## src/hw/csfr_defines.vh

```
`ifndef CSFR_DEFINES_VH
`define CSFR_DEFINES_VH

// register indices; byte address is four times the index
`define CSFR_IDX_LOW_PORT    10'h080
`define CSFR_IDX_STACK_TOP   10'h081
`define CSFR_IDX_DPTR_LOW    10'h082
`define CSFR_IDX_DPTR_HIGH   10'h083
`define CSFR_IDX_PULLUP_SEL  10'h086
`define CSFR_IDX_POWER_CTRL  10'h087
`define CSFR_IDX_TIMER_CTRL  10'h088
`define CSFR_IDX_SERIAL_CTRL 10'h098
`define CSFR_IDX_IRQ_STATUS  10'h100
`define CSFR_IDX_IRQ_MASK    10'h101
`define CSFR_SFR_BASE_HI     3'h1

// power_control fields
`define CSFR_PC_BAUD_DBL     7
`define CSFR_PC_FE_SEL       6
`define CSFR_PC_POR          4
`define CSFR_PC_UF1          3
`define CSFR_PC_UF0          2
`define CSFR_PC_PD           1
`define CSFR_PC_IDL          0

// timer_control fields
`define CSFR_TC_TF1          7
`define CSFR_TC_TR1          6
`define CSFR_TC_TF0          5
`define CSFR_TC_TR0          4
`define CSFR_TC_IE1          3
`define CSFR_TC_IT1          2
`define CSFR_TC_IE0          1
`define CSFR_TC_IT0          0

// serial_control field, pull-up field
`define CSFR_SC_MODE_FE      7
`define CSFR_PU_EN           0

// interrupt status bits
`define CSFR_IRQ_T0_OVF      0
`define CSFR_IRQ_T1_OVF      1
`define CSFR_IRQ_EXT0        2
`define CSFR_IRQ_EXT1        3
`define CSFR_IRQ_FRAME_ERR   4
`define CSFR_IRQ_W           5

// reset values
`define CSFR_RST_LOW_PORT    8'hFF
`define CSFR_RST_STACK_TOP   8'h07
`define CSFR_RST_DPTR        8'h00
`define CSFR_RST_PULLUP      1'b1
`define CSFR_RST_POWER_CTRL  8'h30
`define CSFR_RST_TIMER_CTRL  8'h00
`define CSFR_UNIMPL_BYTE     8'hFF

// AXI responses
`define CSFR_RESP_OKAY       2'h0
`define CSFR_RESP_SLVERR     2'h2

`endif

```

## src/hw/csfr_low_page.v

```verilog
// How it works
// - pull-up bit zero gives open-drain, one pulls up
// - external access drives multiplexed address/data byte
// - stack pointer byte, reset value seven
// - two data pointer bytes form 16 bits
// - baud doubler bit doubles serial modes 1-3
// - select bit swaps serial bit7 mode/error
// - power-on flag set by reset, software clears
// - two user flags, plain storage
// - power-down request stops all clocks
// - idle request stops only cpu clock
// - overflow flags set, vector clears, software writes
// - run bits are software-written timer enables
// - external flags set on selected edge/level
// - vectoring clears edge flags, not level flags
// - level mode flag follows inverted pin
// - trigger-type bits are software written
// - unimplemented bits and registers in the page read one, addresses outside it read zero except irq status/mask, whose upper three bits read zero
`include "csfr_defines.vh"

module csfr_low_page #(
    parameter ADDR_W = 12
) (
    // clock and reset
    input  wire              aclk,
    input  wire              aresetn,
    // axi4-lite slave
    input  wire [ADDR_W-1:0] s_axi_awaddr,
    input  wire              s_axi_awvalid,
    output reg               s_axi_awready,
    input  wire [31:0]       s_axi_wdata,
    input  wire [3:0]        s_axi_wstrb,
    input  wire              s_axi_wvalid,
    output reg               s_axi_wready,
    output reg  [1:0]        s_axi_bresp,
    output reg               s_axi_bvalid,
    input  wire              s_axi_bready,
    input  wire [ADDR_W-1:0] s_axi_araddr,
    input  wire              s_axi_arvalid,
    output reg               s_axi_arready,
    output reg  [31:0]       s_axi_rdata,
    output reg  [1:0]        s_axi_rresp,
    output reg               s_axi_rvalid,
    input  wire              s_axi_rready,
    // low port pins
    input  wire [7:0]        low_port_in,
    output reg  [7:0]        low_port_out_q,
    output reg  [7:0]        low_port_oe_n_q,
    output reg               low_port_pullup_enable_q,
    // external memory bus
    input  wire              ext_access,
    input  wire              ext_addr_phase,
    input  wire              ext_write_phase,
    input  wire [7:0]        ext_addr_low,
    input  wire [7:0]        ext_wdata,
    output reg  [7:0]        ext_rdata_q,
    // core views
    output reg  [7:0]        stack_top_q,
    output reg  [15:0]       data_pointer_q,
    // power and clock control
    input  wire              power_on_reset,
    input  wire              wake_event,
    output reg               cpu_clk_stop_q,
    output reg               periph_clk_stop_q,
    // serial port link
    input  wire              frame_err_event,
    output reg               baud_doubler_q,
    output reg               serial_mode_hi_q,
    // timers
    input  wire              first_timer_ovf_evt,
    input  wire              second_timer_ovf_evt,
    input  wire              first_timer_vector,
    input  wire              second_timer_vector,
    output reg               first_timer_run_q,
    output reg               second_timer_run_q,
    // external interrupts
    input  wire              ext_irq0_pin,
    input  wire              ext_irq1_pin,
    input  wire              ext_irq0_vector,
    input  wire              ext_irq1_vector,
    output reg  [7:0]        timer_control_q,
    // interrupt
    output reg               irq_q
);

////////////////////////////////////////////////////////////////////////////
// axi4-lite slave

reg  [ADDR_W-1:0] awaddr_q;
reg  [7:0]        wbyte_q;
reg               wlane_q;
reg               aw_held_q;
reg               w_held_q;
wire              aw_fire = s_axi_awvalid & s_axi_awready;
wire              w_fire  = s_axi_wvalid & s_axi_wready;
wire              wr_go   = aw_held_q & w_held_q & ~s_axi_bvalid;
wire [9:0]        wr_idx  = awaddr_q[11:2];
wire              wr_en   = wr_go & wlane_q;
wire              wr_map  = (wr_idx[9:7] == `CSFR_SFR_BASE_HI) |
                            (wr_idx == `CSFR_IDX_IRQ_STATUS) |
                            (wr_idx == `CSFR_IDX_IRQ_MASK);

always @(posedge aclk) begin
    if (!aresetn) begin
        awaddr_q      <= {ADDR_W{1'b0}};
        wbyte_q       <= 8'h00;
        wlane_q       <= 1'b0;
        aw_held_q     <= 1'b0;
        w_held_q      <= 1'b0;
        s_axi_awready <= 1'b0;
        s_axi_wready  <= 1'b0;
        s_axi_bvalid  <= 1'b0;
        s_axi_bresp   <= `CSFR_RESP_OKAY;
    end else begin
        s_axi_awready <= ~aw_held_q & ~aw_fire & ~s_axi_bvalid;
        s_axi_wready  <= ~w_held_q & ~w_fire & ~s_axi_bvalid;
        if (aw_fire) begin
            awaddr_q  <= s_axi_awaddr;
            aw_held_q <= 1'b1;
        end
        if (w_fire) begin
            wbyte_q  <= s_axi_wdata[7:0];
            wlane_q  <= s_axi_wstrb[0];
            w_held_q <= 1'b1;
        end
        if (wr_go) begin
            aw_held_q    <= 1'b0;
            w_held_q     <= 1'b0;
            s_axi_bvalid <= 1'b1;
            s_axi_bresp  <= wr_map ? `CSFR_RESP_OKAY : `CSFR_RESP_SLVERR;
        end else if (s_axi_bvalid & s_axi_bready) begin
            s_axi_bvalid <= 1'b0;
        end
    end
end

wire       ar_fire = s_axi_arvalid & s_axi_arready;
wire [9:0] rd_idx  = s_axi_araddr[11:2];
reg  [7:0] rd_byte;
reg        rd_map;

////////////////////////////////////////////////////////////////////////////
// pin synchronisers: three stages, change taken when stages 2 and 3 agree

reg [9:0] pin_s1_q;
reg [9:0] pin_s2_q;
reg [9:0] pin_s3_q;
reg [9:0] pin_f_q;
reg [1:0] irq_prev_q;
wire [9:0] pin_raw = {ext_irq1_pin, ext_irq0_pin, low_port_in};
wire [9:0] pin_agree = ~(pin_s2_q ^ pin_s3_q);

always @(posedge aclk) begin
    if (!aresetn) begin
        pin_s1_q   <= 10'h3FF;
        pin_s2_q   <= 10'h3FF;
        pin_s3_q   <= 10'h3FF;
        pin_f_q    <= 10'h3FF;
        irq_prev_q <= 2'h3;
    end else begin
        pin_s1_q   <= pin_raw;
        pin_s2_q   <= pin_s1_q;
        pin_s3_q   <= pin_s2_q;
        pin_f_q    <= (pin_agree & pin_s3_q) | (~pin_agree & pin_f_q);
        irq_prev_q <= pin_f_q[9:8];
    end
end

wire [1:0] irq_pin   = pin_f_q[9:8];
wire [1:0] irq_fall  = irq_prev_q & ~irq_pin;

////////////////////////////////////////////////////////////////////////////
// port, pointers, power control

reg  [7:0] port_latch_q;
reg  [7:0] power_ctrl_q;
reg        fe_status_q;
reg        sm_hi_q;

function wr_hit;
    input [9:0] idx;
    begin
        wr_hit = wr_en & (wr_idx == idx);
    end
endfunction

always @(posedge aclk) begin
    if (!aresetn) begin
        port_latch_q             <= `CSFR_RST_LOW_PORT;
        stack_top_q              <= `CSFR_RST_STACK_TOP;
        data_pointer_q           <= {`CSFR_RST_DPTR, `CSFR_RST_DPTR};
        low_port_pullup_enable_q <= `CSFR_RST_PULLUP;
        sm_hi_q                  <= 1'b0;
    end else begin
        if (wr_hit(`CSFR_IDX_LOW_PORT))
            port_latch_q <= wbyte_q;
        if (wr_hit(`CSFR_IDX_STACK_TOP))
            stack_top_q <= wbyte_q;
        if (wr_hit(`CSFR_IDX_DPTR_LOW))
            data_pointer_q[7:0] <= wbyte_q;
        if (wr_hit(`CSFR_IDX_DPTR_HIGH))
            data_pointer_q[15:8] <= wbyte_q;
        if (wr_hit(`CSFR_IDX_PULLUP_SEL))
            low_port_pullup_enable_q <= wbyte_q[`CSFR_PU_EN];
        if (wr_hit(`CSFR_IDX_SERIAL_CTRL) &
            ~power_ctrl_q[`CSFR_PC_FE_SEL])
            sm_hi_q <= wbyte_q[`CSFR_SC_MODE_FE];
    end
end

// drive: address/data in external cycles, else pull low where latch is 0
always @(posedge aclk) begin
    if (!aresetn) begin
        low_port_out_q  <= 8'h00;
        low_port_oe_n_q <= 8'hFF;
        ext_rdata_q     <= 8'h00;
    end else begin
        ext_rdata_q <= pin_f_q[7:0];
        if (ext_access) begin
            low_port_out_q  <= ext_addr_phase ? ext_addr_low : ext_wdata;
            low_port_oe_n_q <= {8{~(ext_addr_phase | ext_write_phase)}};
        end else begin
            // ones float; the pull-up, when enabled, makes them high
            low_port_out_q  <= 8'h00;
            low_port_oe_n_q <= port_latch_q;
        end
    end
end

wire pc_wr = wr_hit(`CSFR_IDX_POWER_CTRL);

always @(posedge aclk) begin
    if (!aresetn) begin
        power_ctrl_q <= `CSFR_RST_POWER_CTRL;
    end else begin
        if (pc_wr) begin
            power_ctrl_q[7:6] <= wbyte_q[7:6];
            power_ctrl_q[3:2] <= wbyte_q[3:2];
            power_ctrl_q[`CSFR_PC_POR] <= wbyte_q[`CSFR_PC_POR];
        end
        if (power_on_reset)
            power_ctrl_q[`CSFR_PC_POR] <= 1'b1;
        // wake has priority; a frozen core cannot clear these itself
        if (wake_event) begin
            power_ctrl_q[`CSFR_PC_PD]  <= 1'b0;
            power_ctrl_q[`CSFR_PC_IDL] <= 1'b0;
        end else if (pc_wr) begin
            power_ctrl_q[`CSFR_PC_PD]  <= wbyte_q[`CSFR_PC_PD];
            power_ctrl_q[`CSFR_PC_IDL] <= wbyte_q[`CSFR_PC_IDL];
        end
    end
end

always @(posedge aclk) begin
    if (!aresetn) begin
        cpu_clk_stop_q    <= 1'b0;
        periph_clk_stop_q <= 1'b0;
        baud_doubler_q    <= 1'b0;
        serial_mode_hi_q  <= 1'b0;
    end else begin
        cpu_clk_stop_q    <= power_ctrl_q[`CSFR_PC_PD] |
                             power_ctrl_q[`CSFR_PC_IDL];
        periph_clk_stop_q <= power_ctrl_q[`CSFR_PC_PD];
        baud_doubler_q    <= power_ctrl_q[`CSFR_PC_BAUD_DBL];
        serial_mode_hi_q  <= sm_hi_q;
    end
end

// framing error status; a new error wins over a software clear
always @(posedge aclk) begin
    if (!aresetn)
        fe_status_q <= 1'b0;
    else if (frame_err_event)
        fe_status_q <= 1'b1;
    else if (wr_hit(`CSFR_IDX_SERIAL_CTRL) & power_ctrl_q[`CSFR_PC_FE_SEL])
        fe_status_q <= wbyte_q[`CSFR_SC_MODE_FE];
end

////////////////////////////////////////////////////////////////////////////
// timer control

reg  [7:0] tc_q;
reg  [7:0] tc_d;
wire       tc_wr = wr_hit(`CSFR_IDX_TIMER_CTRL);
wire [1:0] it_bit = {tc_q[`CSFR_TC_IT1], tc_q[`CSFR_TC_IT0]};
wire [1:0] ext_vec = {ext_irq1_vector, ext_irq0_vector};
wire [1:0] ext_sw = {wbyte_q[`CSFR_TC_IE1], wbyte_q[`CSFR_TC_IE0]};
reg  [1:0] ext_cur;
reg  [1:0] ext_nxt;
integer    k;

always @* begin
    tc_d    = tc_q;
    ext_cur = {tc_q[`CSFR_TC_IE1], tc_q[`CSFR_TC_IE0]};
    ext_nxt = ext_cur;
    if (tc_wr) begin
        tc_d[`CSFR_TC_TR1] = wbyte_q[`CSFR_TC_TR1];
        tc_d[`CSFR_TC_TR0] = wbyte_q[`CSFR_TC_TR0];
        tc_d[`CSFR_TC_IT1] = wbyte_q[`CSFR_TC_IT1];
        tc_d[`CSFR_TC_IT0] = wbyte_q[`CSFR_TC_IT0];
        tc_d[`CSFR_TC_TF1] = wbyte_q[`CSFR_TC_TF1];
        tc_d[`CSFR_TC_TF0] = wbyte_q[`CSFR_TC_TF0];
    end
    // overflow wins over both vector clear and software clear
    if (second_timer_ovf_evt)
        tc_d[`CSFR_TC_TF1] = 1'b1;
    else if (second_timer_vector)
        tc_d[`CSFR_TC_TF1] = 1'b0;
    if (first_timer_ovf_evt)
        tc_d[`CSFR_TC_TF0] = 1'b1;
    else if (first_timer_vector)
        tc_d[`CSFR_TC_TF0] = 1'b0;
    for (k = 0; k < 2; k = k + 1) begin
        if (!it_bit[k])
            ext_nxt[k] = ~irq_pin[k];
        else if (irq_fall[k])
            ext_nxt[k] = 1'b1;
        else if (ext_vec[k])
            ext_nxt[k] = 1'b0;
        else if (tc_wr)
            ext_nxt[k] = ext_sw[k];
    end
    tc_d[`CSFR_TC_IE1] = ext_nxt[1];
    tc_d[`CSFR_TC_IE0] = ext_nxt[0];
end

always @(posedge aclk) begin
    if (!aresetn) begin
        tc_q               <= `CSFR_RST_TIMER_CTRL;
        timer_control_q    <= `CSFR_RST_TIMER_CTRL;
        first_timer_run_q  <= 1'b0;
        second_timer_run_q <= 1'b0;
    end else begin
        tc_q               <= tc_d;
        timer_control_q    <= tc_d;
        first_timer_run_q  <= tc_d[`CSFR_TC_TR0];
        second_timer_run_q <= tc_d[`CSFR_TC_TR1];
    end
end

////////////////////////////////////////////////////////////////////////////
// interrupt status and mask

reg  [`CSFR_IRQ_W-1:0] irq_status_q;
reg  [`CSFR_IRQ_W-1:0] irq_mask_q;
wire [`CSFR_IRQ_W-1:0] irq_evt = {
    frame_err_event,
    tc_d[`CSFR_TC_IE1] & ~tc_q[`CSFR_TC_IE1],
    tc_d[`CSFR_TC_IE0] & ~tc_q[`CSFR_TC_IE0],
    second_timer_ovf_evt,
    first_timer_ovf_evt};
wire [`CSFR_IRQ_W-1:0] irq_w1c = wr_hit(`CSFR_IDX_IRQ_STATUS) ?
                                 wbyte_q[`CSFR_IRQ_W-1:0] :
                                 {`CSFR_IRQ_W{1'b0}};

always @(posedge aclk) begin
    if (!aresetn) begin
        irq_status_q <= {`CSFR_IRQ_W{1'b0}};
        irq_mask_q   <= {`CSFR_IRQ_W{1'b0}};
        irq_q        <= 1'b0;
    end else begin
        // set wins over a same-cycle write-one clear
        irq_status_q <= (irq_status_q & ~irq_w1c) | irq_evt;
        if (wr_hit(`CSFR_IDX_IRQ_MASK))
            irq_mask_q <= wbyte_q[`CSFR_IRQ_W-1:0];
        irq_q <= |(irq_status_q & irq_mask_q);
    end
end

////////////////////////////////////////////////////////////////////////////
// read path

always @* begin
    rd_map  = 1'b1;
    rd_byte = `CSFR_UNIMPL_BYTE;
    case (rd_idx)
        `CSFR_IDX_LOW_PORT:   rd_byte = pin_f_q[7:0];
        `CSFR_IDX_STACK_TOP:  rd_byte = stack_top_q;
        `CSFR_IDX_DPTR_LOW:   rd_byte = data_pointer_q[7:0];
        `CSFR_IDX_DPTR_HIGH:  rd_byte = data_pointer_q[15:8];
        `CSFR_IDX_PULLUP_SEL: rd_byte = {7'h7F, low_port_pullup_enable_q};
        `CSFR_IDX_POWER_CTRL: rd_byte = power_ctrl_q | 8'h20;
        `CSFR_IDX_TIMER_CTRL: rd_byte = tc_q;
        `CSFR_IDX_SERIAL_CTRL: rd_byte = {power_ctrl_q[`CSFR_PC_FE_SEL] ?
                                          fe_status_q : sm_hi_q,
                                          7'h7F};
        `CSFR_IDX_IRQ_STATUS: rd_byte = {3'h0, irq_status_q};
        `CSFR_IDX_IRQ_MASK:   rd_byte = {3'h0, irq_mask_q};
        default: begin
            rd_map = (rd_idx[9:7] == `CSFR_SFR_BASE_HI);
            if (!rd_map)
                rd_byte = 8'h00;
        end
    endcase
end

always @(posedge aclk) begin
    if (!aresetn) begin
        s_axi_arready <= 1'b0;
        s_axi_rvalid  <= 1'b0;
        s_axi_rdata   <= 32'h00000000;
        s_axi_rresp   <= `CSFR_RESP_OKAY;
    end else begin
        s_axi_arready <= ~s_axi_rvalid & ~ar_fire;
        if (ar_fire) begin
            s_axi_rvalid <= 1'b1;
            s_axi_rdata  <= {24'h000000, rd_byte};
            s_axi_rresp  <= rd_map ? `CSFR_RESP_OKAY : `CSFR_RESP_SLVERR;
        end else if (s_axi_rvalid & s_axi_rready) begin
            s_axi_rvalid <= 1'b0;
        end
    end
end

endmodule

```

## config.mk

```make
export PLATFORM = sky130hd
export DESIGN_NAME = csfr_low_page
export DESIGN_NICKNAME = d
export VERILOG_FILES = /design/src/hw/csfr_low_page.v
export VERILOG_INCLUDE_DIRS = /design/src /design/src/hw
export SDC_FILE = /design/constraint.sdc
export NUM_CORES = 1
export LEC_CHECK = 0
export ABC_CLOCK_PERIOD_IN_PS = 2300
export BUFFER_PORTS_ARGS = -buffer_cell sky130_fd_sc_hd__buf_4
export CORE_MARGIN = 2
export CORE_UTILIZATION = 25
export DETAILED_ROUTE_END_ITERATION = 12
export PLACE_DENSITY = 0.42
export SETUP_SLACK_MARGIN = 0.02
export SYNTH_ARGS = -nofsm -noshare
export SYNTH_HDL_FRONTEND = slang
export SYNTH_SLANG_ARGS = --single-unit
```

## constraint.sdc

```tcl
create_clock -name aclk -period 2.3 [get_ports aclk]
set_clock_uncertainty 0.05 [all_clocks]
set_input_delay 0.345 -clock aclk [delete_from_list [all_inputs] [get_ports aclk]]
set_output_delay 0.345 -clock aclk [all_outputs]
set_load 0.03 [all_outputs]
```

==> key figures <==
CTS
  – CTS max path bufs: 2
  – Htree depth: 4
  – CTS clk-pin slew, worst paths: 70 ps
  – Cts repair resizes: 0
  – CTS buffer count: 17
  – CTS tree: done
  – Setup bufs post-CTS: 0
  – Clock latency of the later-clocked register in the worst-skew pair: 430 ps
  – Root buffer cell: clkbuf_16
  – TritonCTS Sinks: 167
  – Cts-stage hold buffer count: 0

Yosys
  – Seq cells post-synth: 167
  – Cells after Synth: 727
  – Post-synth EDFFs: 0
  – Yosys top cell by area: dfxtp_1
  – Ys async rst share: 0%
  – Sequential share of the synthesized area: 50.6%
  – Syn Std Cell Area: 6600 sq um
  – Top post-synthesis cells by area: dfxtp_1 51%, mux2i_1 7.9%, nand2_1 4.5%
  – Post-synth top area share: 50.6%
  – Post-synth cell types: 50
  – Top_reg_cell synth: dfxtp_1
  – Most common cell in the netlist: dfxtp_1
  – Syn. warnings: 0
  – Commonest cells in the synthesized netlist: 167 x dfxtp_1, 79 x nand2_1, 62 x nor2_1
  – Syn Area/Cell: 9.08 sq um

Pwr
  – PD cells: 766 nW/um^2
  – Maximum VDD drop: 0.391 mV
  – Total power: 6.60 mW
  – Pleak: 3.59 nW

GRT
  – Congestion Overflow GR: 0
  – Number of global-route vias before repair: 5196
  – Pin count of the biggest net entering global routing: 37
  – First-pass GRT wire length: 31.2 mm
  – Global Route Usage Sum: 14.7%
  – Initial antenna violation count: 0

Placement
  – Dpl hpwl: 15.4 mm
  – Final RePlAce weighted congestion: 0.759
  – DP Worst Slack: 258 ps
  – IO Port Bufs: 152
  – DP Cell Count: 1187

Detailed routing
  – Routed WL: 20.4 mm
  – Via/cell ratio: 4.46
  – Via count: 5435
  – Avg WL per Cell: 16.8 microns
  – DRC errors left: 0
  – Detailed Routing Iterations Pass 1: 4
  – Post-route ant nets: 0
  – First DRT Iteration DRCs: 363

STA
  – RSZ-0062 raised after global routing: no
  – Final Cycle Share: 89.5%
  – Setup TNS: 0 ps
  – Max Freq: 0.486 GHz
  – Final min period: 2060 ps
  – Fin worst setup slack: 241 ps
  – Worst slew pin tran: 658 ps
  – Slew Limit Fails: 0
  – Rel. slew slack: 56.1%
  – Final Hold Fails: 0
  – Final setup fails: 0

Job
  – Number of max-cap violations: 0

Final layout
  – Post-layout util: 33.1%
  – Fillers: 2782
  – Final cell count without fillers: 1218
  – Nets: 976
  – Share of cells above drive strength 1: 24.1%
  – Area growth syn-to-layout: 30.4%
  – N_diodes: 0

Floorplan
  – Initial Util: 25.4%
  – IO Count: 210
  – Die area: 27700 sq um
  – Core Box Area: 26000 sq um
  – Die width: 167 microns
  – Chip height: 167 microns
  – Row Count: 59

Setup path
  – Capturing point of the worst reg2reg path: data_pointer_q[2]$_SDFFE_PN0P_
  – Critical path type: reg -> reg
  – Worst endpoint required time: 2550 ps
  – Critical path launch point type: flip-flop
  – RR Startpoint: s_axi_bvalid$_SDFFE_PN0P_
  – CP Capture Type: flip-flop
  – Crit path DAT: 2310 ps
  – Crit path max fanout: 8
  – R2r setup slk: 240 ps
  – Worst reg-to-reg path cell count: 5

Hold path
  – Worst min-delay path category: in -> reg
  – Hold Path Sink: pin_s1_q[8]$_SDFF_PN1_
  – HP Start: ext_irq0_pin
  – Cells on Worst Hold Path: 2

Run status
  – Status: completed
==> power breakdown <==
group | total [mW] | switching [mW] | internal [mW] | leakage, nW
Combinational | 0.614 | 0.377 | 0.237 | 1.94
Sequential | 3.05 | 0.0706 | 2.98 | 1.37
Clock | 2.93 | 1.20 | 1.73 | 0.278
==> state kept, by name, summed over array words and instances, names as in the netlist, 2 cells and up, named ones only <==
| name | count |
|---|---|
| tc_q | 7 |
| irq_prev_q | 2 |
| awaddr_q | 10 |
| s_axi_rdata | 8 |
| irq_status_q | 5 |
| stack_top_q | 8 |
| port_latch_q | 8 |
| irq_mask_q | 5 |
| pin_s2_q | 10 |
| power_ctrl_q | 7 |
| low_port_oe_n_q | 8 |
| ext_rdata_q | 8 |
| data_pointer_q | 16 |
| wbyte_q | 8 |
| pin_s1_q | 10 |
| low_port_out_q | 8 |
| pin_s3_q | 10 |
==> worst max-delay path by stage <==
stage | depth (start not counted) | end | start | slack [ps]
2_1_floorplan | 6 | data_pointer_q[1]$_SDFFE_PN0P_ | s_axi_bvalid$_SDFFE_PN0P_ | 410
3_3_place_gp | 5 | data_pointer_q[1]$_SDFFE_PN0P_ | s_axi_bvalid$_SDFFE_PN0P_ | 250
3_5_place_dp | 5 | data_pointer_q[3]$_SDFFE_PN0P_ | s_axi_bvalid$_SDFFE_PN0P_ | 260
4_1_cts | 5 | data_pointer_q[3]$_SDFFE_PN0P_ | s_axi_bvalid$_SDFFE_PN0P_ | 230
5_1_grt | 5 | port_latch_q[7]$_SDFFE_PN1P_ | awaddr_q[7]$_SDFFE_PN0P_ | 100
6_report | 5 | data_pointer_q[2]$_SDFFE_PN0P_ | s_axi_bvalid$_SDFFE_PN0P_ | 240
==> cell type report <==
type	count	area, sq um	area share, %
Sequential cell	167	3340	38.8
Inverter	19	71.3	0.828
Tap cell	335	419	4.87
Multi-Input combinational cell	495	2890	33.6
Clock inverter	11	151	1.76
Clock buffer	20	447	5.19
Timing Repair Buffer	171	1280	14.9
==> critical path, stage by stage, from the launching register on <==
cell and delay [ps]:
dfxtp_1 340, and4bb_2 400, nand2_2 100, or4_1 740, mux2i_1 240, nor2_1 60
==> metal layers <==
metal | wire [microns] | GRT usage [%] | share of wire (%) | vias up
li1 | - | - | - | 2734
met1 | 9710 | 20.0 | 48 | 2534
met2 | 9160 | 22.4 | 45 | 151
met3 | 1260 | 3.99 | 6.2 | 16
met4 | 300 | 4.84 | 1.5 | 0
met5 | 0 | 0 | 0 | -
==> cells by family after synthesis <==
family / after synthesis / synth area share [%]
AOI/OAI and AO/OA: 161 / 14.4
buffers and inverters: 90 / 6.97
DFF: 167 / 50.6
muxes: 55 / 8.39
other: 1 / 0.0568
and+or+nand+nor: 253 / 19.6
==> per-stage QoR <==
stage | cell area, sq um | hold slack (ps)
after floorplan | 6700 | 336
after global placement | 8010 | 340
after detailed placement | 8010 | 343
after CTS | 8610 | 19.8
after global routing | 8610 | 22.9
final | 8610 | 44.9
==> layout by cell type (no fill, tap or decap), drive strengths merged, types with 17 or more instances in the layout <==
cell type / count
buf: 171
dfxtp: 167
nand2: 81
nor2: 63
a21oi: 55
mux2i: 52
o21ai: 51
nand2b: 38
conb: 26
clkbuf: 20
inv: 19
a22oi: 18
and2: 17
Note: power is estimated with default switching activity, not from simulation.
